**src/include/aof_regs.svh**
```systemverilog
`ifndef AOF_REGS_SVH
`define AOF_REGS_SVH
// converter data width
`define AOF_DATA_W 14
// pipeline latency in strobe periods
`define AOF_LATENCY 5
// strobe cycles the stabilizer needs to relock
`define AOF_RELOCK_CYCLES 100
// idle system clocks after which the strobe counts as stopped
`define AOF_STOP_CLKS 64
// format pin codes (level 0..3)
`define AOF_MODE_GND 2'h0
`define AOF_MODE_THIRD 2'h1
`define AOF_MODE_TWO_THIRDS 2'h2
`define AOF_MODE_VDD 2'h3
// interrupt status bit positions
`define AOF_IRQ_OVR 0
`define AOF_IRQ_LOCK 1
`define AOF_IRQ_W 2
`endif

```
**src/include/aof_pkg.sv**
```systemverilog
package aof_pkg;
  typedef enum logic [1:0] {
    AOF_FMT_OFFSET,
    AOF_FMT_TWOS
  } aof_fmt_t;
  typedef enum logic [1:0] {
    AOF_S_IDLE,
    AOF_S_LOCKING,
    AOF_S_LOCKED
  } aof_lock_t;
endpackage

```
**src/rtl/aof_formatter.sv**
```systemverilog
`timescale 1ns/1ps
`include "aof_regs.svh"
module aof_formatter
  import aof_pkg::*;
#(
  parameter int DATA_W = `AOF_DATA_W,
  parameter int LATENCY = `AOF_LATENCY,
  parameter int RELOCK = `AOF_RELOCK_CYCLES,
  parameter int STOP_CLKS = `AOF_STOP_CLKS
) (
  input wire logic clk,
  input wire logic rst_n,
  input wire logic sample_strobe_in,
  input wire logic [DATA_W-1:0] raw_result,
  input wire logic raw_over_range,
  input wire logic [1:0] format_mode,
  input wire logic scramble_enable,
  input wire logic input_range_select,
  input wire logic [7:0] reg_addr,
  input wire logic [31:0] reg_wdata,
  input wire logic reg_write,
  input wire logic reg_read,
  output logic [31:0] reg_rdata,
  output logic [DATA_W-1:0] data_out,
  output logic overflow_flag,
  output logic sample_clock_out_true,
  output logic sample_clock_out_inverted,
  output logic gain_narrow,
  output logic stabilizer_on,
  output logic output_valid,
  output logic irq
);
  localparam logic [7:0] ADDR_STATUS = 8'h00;
  localparam logic [7:0] ADDR_MASK = 8'h04;
  localparam logic [7:0] ADDR_STATE = 8'h08;

  // two-flop synchronisers for the strobe and the mode, range and scramble pins
  logic [4:0] sync1, sync2;
  logic [4:0] next_sync1;
  always_comb begin
    next_sync1 = {scramble_enable, input_range_select, format_mode, sample_strobe_in};
  end
  always_ff @(posedge clk or negedge rst_n) begin
    if (!rst_n) begin
      sync1 <= 5'h00;
      sync2 <= 5'h00;
    end else begin
      sync1 <= next_sync1;
      sync2 <= sync1;
    end
  end
  logic strobe_s, range_s, scr_s;
  logic [1:0] mode_s;
  assign strobe_s = sync2[0];
  assign mode_s = sync2[2:1];
  assign range_s = sync2[3];
  assign scr_s = sync2[4];

  // mode decode: format and stabilizer from the four-level pin
  aof_fmt_t fmt;
  logic stab;
  always_comb begin
    fmt = (mode_s[1]) ? AOF_FMT_TWOS : AOF_FMT_OFFSET;
    stab = (mode_s == `AOF_MODE_THIRD) || (mode_s == `AOF_MODE_TWO_THIRDS);
  end

  // strobe edge detection and half-period measurement
  logic strobe_d, rise, fall;
  logic [15:0] per_cnt, half_len, hi_cnt, idle_cnt;
  logic [15:0] next_per_cnt, next_half_len, next_hi_cnt, next_idle_cnt;
  logic int_clk, next_int_clk, next_strobe_d;
  assign rise = strobe_s & ~strobe_d;
  assign fall = ~strobe_s & strobe_d;
  always_comb begin
    next_strobe_d = strobe_s;
    next_per_cnt = rise ? 16'h0001 : per_cnt + 16'h0001;
    next_half_len = rise ? {1'b0, per_cnt[15:1]} : half_len;
    next_hi_cnt = rise ? 16'h0001 : hi_cnt + 16'h0001;
    next_idle_cnt = (rise || fall) ? 16'h0000 :
      ((idle_cnt == 16'(STOP_CLKS)) ? idle_cnt : idle_cnt + 16'h0001);
    next_int_clk = int_clk;
    if (rise) begin
      next_int_clk = 1'b1;
    end else if (stab) begin
      // external falling edge ignored; rebuilt at half the last period
      if (hi_cnt >= half_len) begin
        next_int_clk = 1'b0;
      end
    end else if (fall) begin
      next_int_clk = 1'b0;
    end
  end
  always_ff @(posedge clk or negedge rst_n) begin
    if (!rst_n) begin
      strobe_d <= 1'b0;
      per_cnt <= 16'h0000;
      half_len <= 16'h0001;
      hi_cnt <= 16'h0000;
      idle_cnt <= 16'h0000;
      int_clk <= 1'b0;
    end else begin
      strobe_d <= next_strobe_d;
      per_cnt <= next_per_cnt;
      half_len <= next_half_len;
      hi_cnt <= next_hi_cnt;
      idle_cnt <= next_idle_cnt;
      int_clk <= next_int_clk;
    end
  end
  logic stopped;
  assign stopped = (idle_cnt == 16'(STOP_CLKS));

  // relock tracker: stabilizer needs a run of strobes after a stop
  aof_lock_t lock_st, next_lock_st;
  logic [7:0] lock_cnt, next_lock_cnt;
  always_comb begin
    next_lock_st = lock_st;
    next_lock_cnt = lock_cnt;
    case (lock_st)
      AOF_S_IDLE: begin
        next_lock_cnt = 8'h00;
        if (rise) begin
          next_lock_st = AOF_S_LOCKING;
        end
      end
      AOF_S_LOCKING: begin
        if (stopped) begin
          next_lock_st = AOF_S_IDLE;
        end else if (!stab) begin
          next_lock_st = AOF_S_LOCKED;
        end else if (rise) begin
          next_lock_cnt = lock_cnt + 8'h01;
          if (lock_cnt == 8'(RELOCK - 1)) begin
            next_lock_st = AOF_S_LOCKED;
          end
        end
      end
      AOF_S_LOCKED: begin
        if (stopped) begin
          next_lock_st = AOF_S_IDLE;
        end
      end
      default: next_lock_st = AOF_S_IDLE;
    endcase
  end
  always_ff @(posedge clk or negedge rst_n) begin
    if (!rst_n) begin
      lock_st <= AOF_S_IDLE;
      lock_cnt <= 8'h00;
    end else begin
      lock_st <= next_lock_st;
      lock_cnt <= next_lock_cnt;
    end
  end

  // sample pipeline: one stage per strobe rising edge, fixed latency
  logic [DATA_W:0] pipe [LATENCY];
  logic [DATA_W:0] next_pipe [LATENCY];
  always_comb begin
    for (int i = 0; i < LATENCY; i++) begin
      next_pipe[i] = pipe[i];
    end
    if (rise) begin
      next_pipe[0] = {raw_over_range, raw_result};
      for (int i = 1; i < LATENCY; i++) begin
        next_pipe[i] = pipe[i-1];
      end
    end
  end
  always_ff @(posedge clk or negedge rst_n) begin
    if (!rst_n) begin
      for (int i = 0; i < LATENCY; i++) begin
        pipe[i] <= '0;
      end
    end else begin
      for (int i = 0; i < LATENCY; i++) begin
        pipe[i] <= next_pipe[i];
      end
    end
  end

  // output formatting: msb flip first, then scramble
  logic [DATA_W-1:0] fmt_word, scr_word;
  always_comb begin
    fmt_word = pipe[LATENCY-1][DATA_W-1:0];
    if (fmt == AOF_FMT_TWOS) begin
      fmt_word[DATA_W-1] = ~fmt_word[DATA_W-1];
    end
    scr_word = fmt_word;
    if (scr_s) begin
      for (int i = 1; i < DATA_W; i++) begin
        scr_word[i] = fmt_word[i] ^ fmt_word[0];
      end
    end
  end

  // output registers; data changes on strobe rise, with true clock falling
  logic [DATA_W-1:0] next_data_out;
  logic next_of, next_ckt, next_valid;
  always_comb begin
    next_data_out = rise ? scr_word : data_out;
    next_of = rise ? pipe[LATENCY-1][DATA_W] : overflow_flag;
    next_ckt = rise ? 1'b0 : ~int_clk;
    next_valid = (lock_st == AOF_S_LOCKED);
  end
  always_ff @(posedge clk or negedge rst_n) begin
    if (!rst_n) begin
      data_out <= '0;
      overflow_flag <= 1'b0;
      sample_clock_out_true <= 1'b0;
      sample_clock_out_inverted <= 1'b1;
      gain_narrow <= 1'b0;
      stabilizer_on <= 1'b0;
      output_valid <= 1'b0;
    end else begin
      data_out <= next_data_out;
      overflow_flag <= next_of;
      sample_clock_out_true <= next_ckt;
      sample_clock_out_inverted <= ~next_ckt;
      gain_narrow <= range_s;
      stabilizer_on <= stab;
      output_valid <= next_valid;
    end
  end

  // interrupt status (set wins over clear), mask and register reads
  logic [`AOF_IRQ_W-1:0] status, mask, next_status, next_mask, events;
  logic [31:0] next_rdata;
  logic next_irq;
  always_comb begin
    events = '0;
    events[`AOF_IRQ_OVR] = rise & pipe[LATENCY-1][DATA_W];
    events[`AOF_IRQ_LOCK] = (lock_st == AOF_S_LOCKED) && (next_lock_st == AOF_S_IDLE);
    next_status = status;
    next_mask = mask;
    if (reg_write && reg_addr == ADDR_STATUS) begin
      next_status = status & ~reg_wdata[`AOF_IRQ_W-1:0];
    end
    if (reg_write && reg_addr == ADDR_MASK) begin
      next_mask = reg_wdata[`AOF_IRQ_W-1:0];
    end
    next_status = next_status | events;
    next_irq = |(next_status & next_mask);
    next_rdata = 32'h0000_0000;
    if (reg_read) begin
      case (reg_addr)
        ADDR_STATUS: next_rdata = {30'h0, status};
        ADDR_MASK: next_rdata = {30'h0, mask};
        ADDR_STATE: next_rdata = {26'h0, lock_st, range_s, stab, mode_s};
        default: next_rdata = 32'h0000_0000;
      endcase
    end
  end
  always_ff @(posedge clk or negedge rst_n) begin
    if (!rst_n) begin
      status <= '0;
      mask <= '0;
      reg_rdata <= 32'h0000_0000;
      irq <= 1'b0;
    end else begin
      status <= next_status;
      mask <= next_mask;
      reg_rdata <= next_rdata;
      irq <= next_irq;
    end
  end

  // checks
  property p_clk_pair;
    @(posedge clk) disable iff (!rst_n)
    sample_clock_out_inverted == ~sample_clock_out_true;
  endproperty
  a_clk_pair: assert property (p_clk_pair) else $error("output clocks not complementary");
  property p_data_with_fall;
    @(posedge clk) disable iff (!rst_n)
    rise |=> !sample_clock_out_true;
  endproperty
  a_data_with_fall: assert property (p_data_with_fall) else $error("clock not low at update");
  property p_lsb_kept;
    @(posedge clk) disable iff (!rst_n)
    rise |=> data_out[0] == $past(fmt_word[0]);
  endproperty
  a_lsb_kept: assert property (p_lsb_kept) else $error("lsb altered");
  property p_scramble;
    @(posedge clk) disable iff (!rst_n)
    (rise && scr_s) |=> data_out[DATA_W-1] == ($past(fmt_word[DATA_W-1]) ^ $past(fmt_word[0]));
  endproperty
  a_scramble: assert property (p_scramble) else $error("msb not scrambled");
  property p_plain;
    @(posedge clk) disable iff (!rst_n)
    (rise && !scr_s) |=> data_out == $past(fmt_word);
  endproperty
  a_plain: assert property (p_plain) else $error("data changed without scramble");
  property p_twos;
    @(posedge clk) disable iff (!rst_n)
    (rise && !scr_s && mode_s[1]) |=> data_out[DATA_W-1] == !$past(pipe[LATENCY-1][DATA_W-1]);
  endproperty
  a_twos: assert property (p_twos) else $error("msb not inverted");
  property p_of;
    @(posedge clk) disable iff (!rst_n)
    rise |=> overflow_flag == $past(pipe[LATENCY-1][DATA_W]);
  endproperty
  a_of: assert property (p_of) else $error("overflow flag wrong");
  property p_hold;
    @(posedge clk) disable iff (!rst_n)
    !rise |=> $stable(data_out);
  endproperty
  a_hold: assert property (p_hold) else $error("data moved between strobes");
  property p_mode;
    @(posedge clk) disable iff (!rst_n)
    stabilizer_on == $past(mode_s == 2'h1 || mode_s == 2'h2);
  endproperty
  a_mode: assert property (p_mode) else $error("stabilizer decode wrong");
  c_scramble: cover property (@(posedge clk) disable iff (!rst_n) rise && scr_s);
  c_locked: cover property (@(posedge clk) disable iff (!rst_n) lock_st == AOF_S_LOCKED);
  c_twos: cover property (@(posedge clk) disable iff (!rst_n) rise && fmt == AOF_FMT_TWOS);
endmodule // aof_formatter

```
**config.mk**
```make
export PLATFORM = sky130hd
export DESIGN_NAME = aof_formatter
export DESIGN_NICKNAME = d
export VERILOG_FILES = /design/src/include/aof_pkg.sv /design/src/rtl/aof_formatter.sv
export VERILOG_INCLUDE_DIRS = /design/src /design/src/include
export SDC_FILE = /design/constraint.sdc
export NUM_CORES = 1
export LEC_CHECK = 0
export BUFFER_PORTS_ARGS = -buffer_cell sky130_fd_sc_hd__buf_4
export CORE_AREA = 2 2 147 149
export CTS_CLUSTER_DIAMETER = 30
export DETAILED_ROUTE_END_ITERATION = 8
export DIE_AREA = 0 0 149 151
export PLACE_DENSITY = 0.68
export SKIP_LAST_GASP = 1
export SLEW_MARGIN = 20
export SYNTH_ARGS = -nofsm -noshare
export SYNTH_HDL_FRONTEND = slang
export SYNTH_SLANG_ARGS = --single-unit
```
**constraint.sdc**
```tcl
create_clock -name clk -period 2.7 [get_ports clk]
set_clock_uncertainty 0.05 [all_clocks]
set_input_delay 0.135 -clock clk [delete_from_list [all_inputs] [get_ports clk]]
set_output_delay 0.135 -clock clk [all_outputs]
set_load 0.05 [all_outputs]
```
Yosys cells after proc, flatten, opt, wreduce, memory -nomap -nowiden
Cells that the tools add are included.

Bits in registers: 217. Bits of input ports: 64. Output and inout bits: 53. Word-level logic and storage cells: 110.

$add $sub $neg: 4. Order comparisons: 1. Equal/unequal tests: 14. Muxes and demuxes: 27. Bitwise logic cells: 25. Reductions and logical operators: 13.

Operators by type and width (number): 16-bit 2-to-1 mux (4); 16-bit by 1-bit adder with 16-bit output (second input constant) (3); 8-bit 2-to-1 mux (3); 6-bit one-hot mux with 3 select lines (1); 16-bit by 7-bit == test with 1-bit output (second input constant) (1); 16-bit by 15-bit >= comparator with 1-bit output (1); 2-bit 2-to-1 mux (8); 8-bit one-hot mux with 2 select lines (1); 13-bit 2-to-1 mux (1); 1-bit bitwise XOR (13); 8-bit by 1-bit adder with 8-bit output (second input constant) (1); 8-bit by 3-bit == test with 1-bit output (second input constant) (1); 8-bit by 4-bit == test with 1-bit output (second input constant) (1); 8-bit by 7-bit == test with 1-bit output (second input constant) (1); 8-bit logical NOT (1); 1-bit 2-to-1 mux (7); 6-bit 2-to-1 mux (1); 2-bit inequality test (second input constant) (3); 2-bit one-hot mux with 3 select lines (1); 1-bit inverter (5); 2-bit bitwise AND (2); 2-bit by 1-bit == test with 1-bit output (second input constant) (2); 2-bit == test (second input constant) (2); 2-bit logical NOT (2); 13 further kinds (18).

Logic depth before layout (Yosys ltp)
Gate-level depths: netlist (run 1).

Depth in word-level cells: 11. Mapped depth: 8. Gate-level depth less buffers: 7.

Worst setup path before layout (run 1)
Ideal clock, no wire load.

Kind: reg2reg. From: register strobe_d. To: register pipe[60] (netlist bit). Setup time: 0.125 ns. Data arrival time: 1.604 ns. Required time: 2.525 ns. Path slack: 0.922 ns. Stages on the path, launching flop included: 7. Path buffers: 3. Period minus slack after synthesis: 1.778 ns. Cells stage by stage: dfrtp_1 inv_1 ha_1 clkbuf_1 clkbuf_8 clkbuf_1 mux2_2.

Cells in the longest elaborated chain, start to end: 2.

Ends and longest elaborated chain: start: declaration (RTL line aof_formatter.sv:68) `logic strobe_d, rise, fall;`; start signal: assignment (RTL line aof_formatter.sv:102) `strobe_d <= next_strobe_d;`; 1-bit inverter (RTL line aof_formatter.sv:72) `assign rise = strobe_s & ~strobe_d;`; 1-bit bitwise AND (RTL line aof_formatter.sv:72); end signal: indexed assignment (RTL line aof_formatter.sv:177) `pipe[i] <= next_pipe[i];`; end: declaration (RTL line aof_formatter.sv:157) `logic [DATA_W:0] pipe [LATENCY];`.

No other way between the ends. A chain may end at the register's enable or synchronous reset.

Worst setup path in the final report (run 1)
From: register idle_cnt[0]. To: register lock_cnt[2].

Cells in the longest elaborated chain, start to end: 3.

Ends and longest elaborated chain: start: declaration (RTL line aof_formatter.sv:69) `logic [15:0] per_cnt, half_len, hi_cnt, idle_cnt;`; start signal: assignment (RTL line aof_formatter.sv:106) `idle_cnt <= next_idle_cnt;`; 16-bit by 7-bit == test with 1-bit output (RTL line aof_formatter.sv:111) `assign stopped = (idle_cnt == 16'(STOP_CLKS));`; 2-bit inequality test (no source line); 4-bit AND reduction (no source line); end signal: assignment (RTL line aof_formatter.sv:152) `lock_cnt <= next_lock_cnt;`; end: declaration (RTL line aof_formatter.sv:115) `logic [7:0] lock_cnt, next_lock_cnt;`.

No other way between the ends.

==> flow_summary.toml, run 1 <==
[critical_path]
setup.worst_path.class = "reg2reg"
worstSetupStartpointType = "flip-flop"
end_kind = "flip-flop"
crit_chain = "inv_1, ha_1, nor4bb_1, nand4_1, nand3_1, xor2_1, nor2_1"
cp_slowest_cell = "nand4_1"
reg2regPathDepth = 7
required_ns = 2.97
cp_max_fo = 12
critPathArrivalTime_ns = 2.38
rrSetupSlack_ns = 0.58
slowest_delay_ns = 0.46

[pwr]
p_sw_uw = 2710
peakVddDrop_mv = 0.609
p_int_uw = 5640
p_clk_share_pct = 30.6
combPwrFrac_pct = 22.9
leakage_uw = 0.00442
cellPowerDensity_nw_per_um2 = 845
p_seq_share_pct = 46.5
p_sw_share_pct = 32.5

[place]
hpwl_mm = 8.80
post-place-ws_ns = 0.594
io_buffers = 60
gp_congestion = 0.738
dp.cells = 1007

[sta]
worst_pin_slew_ns = 0.767
fin_crit_sh_pct = 78.4
setup_violations = 0
setup_ws_ns = 0.584
fin_tns_setup_ns = 0
clock.fmax_ghz = 0.473
slew_headroom_pct = 48.7
timing.hold.ws_ns = 0.0556
min_period_ns = 2.12
rsz0062_at_grt = "false"
slew_violations = 0
finalHoldViolCount = 0

[cells_and_area]
n_fill_cell = 1880
multi_input_area_um2 = 3230
drive_above_1_share_pct = 23.9
syn2layout_area_growth_pct = 19.2
seqCellArea_um2 = 4780
num-nets-final = 864
num_antenna_cells = 0
fin_cells = 1066

[logic_synthesis]
synth_edf_count = 0
yosysUniqueCellTypes = 53
yosysMostFrequentCell = "dfrtp_1"
synth_top_area_share_pct = 57.1
synth_flop_cell = "dfrtp_1"
synthTopCellsByCount = "189 x dfrtp_1, 79 x mux2_2, 52 x nor2_1, 38 x nand2_1, 37 x xor2_1"
synth_seq_cells = 191
synth_area_leaders = "dfrtp_1 57%, mux2_2 11%, xor2_1 3.9%, ha_1 3.3%, buf_4 2.4%"
ys_seq_area_share_pct = 57.7
ys.warnings.count = 0
avgSynthCellArea_um2 = 12.0
async_flop_share_pct = 100
yosys.area.top_type = "dfrtp_1"
syn_area_um2 = 8290
synthCells = 691

[floorplan]
start_util_pct = 39.8
std_cell_rows = 53
die_y_um = 151
core_um2 = 20800
die_area_um2 = 22500
die_w_um = 149
io_pins = 117

[clock_network]
htree_levels = 4
clock_latency_ns = 0.44
clockBufferDepth = 2
cts_buffers = 17
cts_resized = 0
cts-root-buf = "clkbuf_16"
clkSinkCount = 191
cts_tree = "built"
clkTransAtPathRegs_ns = 0.07

[job]
max_cap_viol_count = 0

[global_route]
grt_use_total_pct = 13.1
grt_pass1_vias = 5046
grt_max_degree = 88
antenna_found_initial = 0
grt_first_pass_wirelength_mm = 23.8
overflow = 0

[route]
drc = 0
via_per_inst = 4.71
drt-initial-drc-count = 252
wirelength_mm = 13.6
wl_per_cell_um = 12.8
final_antenna_net_count = 0
vias = 5021
first_pass_iters = 4

[outcome]
status = "finished clean"

[min_path]
worstHoldPathType = "in2reg"
whs_path_depth = 4
[critical path, delay by kind of cell, from the launching register on]
family                   cells  cell delay (ns)
XOR/XNOR                     1             0.17
flip-flops                   1             0.42
AND/OR/NAND/NOR              4             1.12
adder cells (fa/ha/maj)      1             0.14
buffers and inverters        1             0.10
[path summary, 6_finish.rpt]
check / from / endpoint
max reg2reg: idle_cnt[0] / lock_cnt[2]
min in group asynchronous: rst_n / pipe[39]
min: reg_addr[6] / status[1]
min reg2reg: sync1[2] / sync2[2]
max: idle_cnt[0] / lock_cnt[2]
max in group asynchronous: rst_n / half_len[0]
[sequential cells by signal, indices dropped and copies added, names as in the netlist, 2 cells and up]
| name | flops |
|---|---|
| data_out | 14 |
| pipe | 62 |
| status | 2 |
| reg_rdata | 6 |
| idle_cnt | 16 |
| fmt_word | 13 |
| lock_cnt | 8 |
| per_cnt | 16 |
| mask | 2 |
| hi_cnt | 16 |
| lock_st | 2 |
| half_len | 15 |
| sync1 | 5 |
| sync2 | 5 |
[routing by layer]
layer,track usage [%],part of all wire (%),vias up
met5,0,0,-
met4,4.81,1.2,0
li1,-,-,2483
met1,17.2,48,2456
met3,3.07,3.0,11
met2,21.4,48,71
[metrics by stage]
| stage | util (%) | power, uW | instance area [um^2] |
|---|---|---|---|
| floorplan | - | 5260 | 8380 |
| global route | 47.4 | 8820 | 9880 |
| CTS | 47.4 | 8460 | 9880 |
| global placement | 43.2 | 5780 | 8990 |
| detailed placement | 43.2 | 5840 | 8990 |
| finish | 47.4 | 8340 | 9880 |
[area by class of cell]
cell class	instances	share of cell area, %
sequential	191	48.4
clock inverter	15	1.91
timing repair buffer	93	8.32
tap	275	3.48
inverter	21	0.798
multi-input combinational	454	32.8
clock buffer	17	4.31
[power groups by stage]
stage	combinational [uW]	clock, uW	sequential [uW]
after global placement	1870	0	3910
after detailed placement	1910	0	3940
after floorplan	993	0	4270
after CTS	1940	2630	3890
after global routing	2100	2750	3970
final	1910	2550	3880
[timing repair]
action | in CTS | in global routing
hold endpoints to repair | 98 | 0
hold buffers | 27 | 0
setup buffers | 0 | 0
[placed cells by master (no fill, tap or decap), drive strengths merged, types with 9 or more instances in the layout]
| cell | netlist | layout |
|---|---|---|
| a21oi | 26 | 26 |
| and2 | 18 | 18 |
| buf | 28 | 65 |
| clkbuf | 22 | 18 |
| conb | 1 | 26 |
| dfrtp | 189 | 189 |
| dlygate4sd3 | 0 | 27 |
| ha | 22 | 22 |
| inv | 21 | 30 |
| mux2 | 81 | 81 |
| nand2 | 39 | 39 |
| nand3 | 23 | 23 |
| nand4 | 12 | 12 |
| nor2 | 52 | 52 |
| nor2b | 9 | 9 |
| o21ai | 28 | 28 |
| xnor2 | 16 | 16 |
| xor2 | 37 | 37 |
[logic make-up after synthesis]
family,after synthesis,synth area share (%)
buffers and inverters,71,4.53
adder cells (fa/ha/maj),22,3.32
flip-flops,191,57.7
AND/OR/NAND/NOR,199,12.4
multiplexers,85,11.6
other,1,0.0453
XOR/XNOR,53,5.60
AO/OA/AOI/OAI,69,4.76
Note: power is estimated with default switching activity, not from simulation.
==> run 2, diff against run 1 <==
- PLACE_DENSITY: 0.68 -> 0.7
- clock period: 2.7 -> 1.88 ns (I/O delays scaled with it)
==> run 2 against run 1 <==
Compared with the run above:
- worst setup slack worse by 0.48 ns
- global-route usage is 0.52 points higher
- combinational power is 48% higher
- utilization is 0.99 points higher
- critical endpoint is now irq
- largest cell class unchanged
- largest power group unchanged
==> flow_summary.toml, run 2 (synthesis results as in run 1) <==
[critical_path]
cp_max_fo = 12
end_kind = "flip-flop"
worstSetupStartpointType = "flip-flop"
rrSetupSlack_ns = 0.11
setup.worst_path.class = "reg2reg"
critPathArrivalTime_ns = 2.04
required_ns = 2.15

[clock_network]
clkSinkCount = 191
cts_buffers = 17
post-cts-setup-buffers = 0
clkTransAtPathRegs_ns = 0.07
htree_levels = 4
clockBufferDepth = 2
cts_tree = "built"
clock_latency_ns = 0.43
cts-root-buf = "clkbuf_16"

[sta]
setup_violations = 0
slew_violations = 0
finalHoldViolCount = 0
rsz0062_at_grt = "true"
clock.fmax_ghz = 0.564
min_period_ns = 1.77
fin_tns_setup_ns = 0
fin_crit_sh_pct = 94.2

[outcome]
status = "finished clean"

[cells_and_area]
num-nets-final = 881
num_antenna_cells = 0
fin_area_um2 = 10100
final_cell_mix = "188 x dfrtp_1, 79 x mux2_2, 72 x buf_4"
top_register = "pipe"
mostFrequentLayoutCell = "dfrtp_1"
largest_register_ffs = 62
syn2layout_area_growth_pct = 21.7
n_fill_cell = 1854
drive_above_1_share_pct = 25.6

[pwr]
cellPowerDensity_nw_per_um2 = 1200
p_clk_share_pct = 30.8
combPwrFrac_pct = 23.4
peakVddDrop_mv = 0.912
p_sw_uw = 3870
p_int_uw = 8250
p_seq_share_pct = 45.9
p_sw_share_pct = 32.0
leakage_uw = 0.00452

[route]
via_per_inst = 4.72
final_antenna_net_count = 0
first_pass_iters = 4
drt-initial-drc-count = 232
wl_per_cell_um = 13.1
wirelength_mm = 14.2
vias = 5114
drc = 0

[place]
gp_congestion = 0.732
hpwl_mm = 9.37
io_buffers = 60
dpl-instance-area_um2 = 9170

[global_route]
grt_pass1_vias = 5171
antenna_found_initial = 0
grt_first_pass_wirelength_mm = 24.9
grt_use_total_pct = 13.6
overflow = 0
grt_max_degree = 59

[floorplan]
io_pins = 117
die_area_um2 = 22500
die_y_um = 151
core_um2 = 20800
start_util_pct = 39.8
std_cell_rows = 53
die_w_um = 149

[min_path]
worstHoldPathType = "in2reg"

[job]
max_cap_viol_count = 0
-- run 2: cell type report --
class                           count  area [um^2]  area share (%)
Inverter                           21         78.8           0.782
Multi-Input combinational cell    454         3240            32.1
Timing Repair Buffer              110         1010            10.1
Clock buffer                       17          425            4.22
Clock inverter                     15          194            1.92
Tap cell                          275          344            3.41
Sequential cell                   191         4780            47.4
-- run 2: per-stage QoR --
stage                     std cells  total power [uW]  setup slack (ns)  hold WS (ns)  utilization, %
after floorplan                 716              7560             0.102        -0.252               -
after global placement         1023              8350             0.134        0.0597            44.1
after detailed placement       1023              8440             0.120        0.0624            44.1
after CTS                      1083             12300             0.114       0.00703            48.4
after global routing           1083             12800           0.00180        0.0240            48.4
final                          1083             12100             0.108        0.0282            48.4
-- run 2: final timing paths --
check                       startpoint                         to  cells past startpoint
setup reg to reg           idle_cnt[0]                        irq                      8
min in group asynchronous        rst_n                   pipe[67]                      2
hold / removal             reg_addr[2]                  status[0]                      3
setup / recovery           idle_cnt[0]                        irq                      8
max in group asynchronous        rst_n  sample_clock_out_inverted                      3
hold reg to reg               sync1[4]                   sync2[4]                      0
-- run 2: layer usage --
layer	up-vias	share of wire [%]	global-route usage, %
met1	2500	48	18.2
met4	0	1.7	5.10
met2	81	48	22.1
met3	21	2.9	2.86
met5	-	0	0
li1	2512	-	-
-- run 2: critical path, cell delays in order, from the launching register on --
cell	delay [ns]
dfrtp_1	0.39
inv_1	0.07
ha_1	0.19
nor4bb_2	0.16
nand4_1	0.08
buf_4	0.18
inv_1	0.09
a22o_2	0.28
a22o_1	0.17
-- run 2: power groups by stage --
stage | Combinational, uW | Clock [uW] | Sequential (uW)
floorplan | 1430 | 0 | 6130
global placement | 2740 | 0 | 5610
detailed placement | 2800 | 0 | 5640
CTS | 2860 | 3830 | 5570
global route | 3080 | 4010 | 5710
finish | 2830 | 3730 | 5560
-- run 2: timing repair --
action                     CTS  global route
setup endpoints to repair    0             3
resized for setup            0             2
hold endpoints to repair   108             0
hold buffers                28             0
==> run 3, diff against run 2 <==
- REMOVE_ABC_BUFFERS: not set -> 1
==> run 3 against run 2 <==
Compared with the run above:
- via count up 0.96%
- combinational power up 2%
- wire length down 0.85%
- clock power about the same
- utilization down 0.090 points
==> flow_summary.toml, run 3 (synthesis results as in run 1) <==
[route]
via_per_inst = 4.76
wl_per_cell_um = 13.0
vias = 5163
drt-initial-drc-count = 264
wirelength_mm = 14.1
drc = 0
final_antenna_net_count = 0
first_pass_iters = 4

[global_route]
grt_use_total_pct = 13.1
overflow = 0
antenna_found_initial = 0
grt_max_degree = 58
grt_first_pass_wirelength_mm = 23.7
grt_pass1_vias = 4970

[sta]
rsz0062_at_grt = "true"
fin_crit_sh_pct = 94.4
setup_violations = 0
min_period_ns = 1.77
clock.fmax_ghz = 0.563
slew_violations = 0
finalHoldViolCount = 0

[floorplan]
die_w_um = 149
std_cell_rows = 53
start_util_pct = 39.8
core_um2 = 20800
io_pins = 117
die_y_um = 151
die_area_um2 = 22500

[place]
gp_congestion = 0.764
dp.cells = 1023
io_buffers = 60
hpwl_mm = 8.98

[clock_network]
cts_tree = "built"
cts_buffers = 17
clockBufferDepth = 2
htree_levels = 4
clkTransAtPathRegs_ns = 0.07
cts-root-buf = "clkbuf_16"
clkSinkCount = 191
clock_latency_ns = 0.43

[cells_and_area]
multi_input_area_um2 = 3240
top_register = "pipe"
final_cell_mix = "189 x dfrtp_1, 79 x mux2_2, 75 x buf_4"
num_antenna_cells = 0
num-nets-final = 882
n_fill_cell = 1830
fin_cells = 1084
post-route-util_pct = 48.3
drive_above_1_share_pct = 25.7
mostFrequentLayoutCell = "dfrtp_1"
largest_register_ffs = 62
seqCellArea_um2 = 4780
syn2layout_area_growth_pct = 21.4

[critical_path]
critPathArrivalTime_ns = 2.10
end_kind = "flip-flop"
worstSetupStartpointType = "flip-flop"
cp_max_fo = 4
required_ns = 2.20
setup.worst_path.class = "reg2reg"

[pwr]
cellPowerDensity_nw_per_um2 = 1210
peakVddDrop_mv = 0.906
leakage_uw = 0.00452

[outcome]
status = "finished clean"

[min_path]
worstHoldPathType = "in2reg"

[job]
max_cap_viol_count = 0
run 3: cell count changes in the layout (fill, tap and decap cells not counted), sizes merged:
cell and change:
buf +2, clkbuf +1, clkinvlp -1, dlygate4sd3 -1
run 3: path summary, 6_finish.rpt:
path	slack, ns	startpoint	end	cells past startpoint
max in group asynchronous	1.01	rst_n	pipe[58]	3
max reg2reg	0.11	hi_cnt[2]	int_clk	6
min reg2reg	0.30	sync1[0]	sync2[0]	0
min	0.02	reg_addr[7]	status[1]	4
max	0.11	hi_cnt[2]	int_clk	6
min in group asynchronous	0.14	rst_n	idle_cnt[13]	2
run 3: area by class of cell:
type / instances / area share (%)
repair buffers: 111 / 10.0
inverters: 21 / 0.783
clock buffers: 18 / 4.36
multi-input cells: 454 / 32.2
clock inverters: 14 / 1.69
flip-flops and latches: 191 / 47.5
well taps: 275 / 3.42
run 3: critical path, stage by stage (launching register included):
cell and delay (ns):
dfrtp_1 0.42, ha_1 0.31, a211o_1 0.31, a31oi_1 0.18, nor3_1 0.09, o211ai_1 0.21
a211o_1 0.15
run 3: per-stage QoR:
| step | power (uW) | setup TNS [ns] | cell area [um^2] | hold WS [ns] | setup WS [ns] |
|---|---|---|---|---|---|
| 2_1_floorplan | 7520 | -368.51 | 8080 | -0.252 | -2.99 |
| 3_3_place_gp | 8350 | 0 | 9160 | 0.0493 | 0.120 |
| 3_5_place_dp | 8430 | 0 | 9160 | 0.0462 | 0.0942 |
| 4_1_cts | 12200 | 0 | 10000 | 0.00115 | 0.0944 |
| 5_1_grt | 12800 | -0.0110 | 10100 | 0.0155 | -0.00644 |
| 6_report | 12100 | 0 | 10100 | 0.0204 | 0.105 |
run 3: what timing repair did:
item                                    in CTS  in global routing
hold buffers                                27                  0
resized for setup                            0                  1
hold endpoints to repair                   182                  0
endpoints found under the setup margin       0                  3
setup buffers                                0                  2
run 3: power by group:
part	switching (uW)	total (uW)	internal (uW)
clock network	1660	3710	2050
registers	555	5550	4990
logic	1640	2890	1250
total	3850	12100	8290
run 3: per-layer routing:
metal | wire length [um] | track usage (%) | vias up
met3 | 470 | 2.92 | 15
met1 | 6540 | 17.6 | 2534
met4 | 144 | 4.52 | 0
li1 | - | - | 2521
met5 | 0 | 0 | -
met2 | 6900 | 21.0 | 93
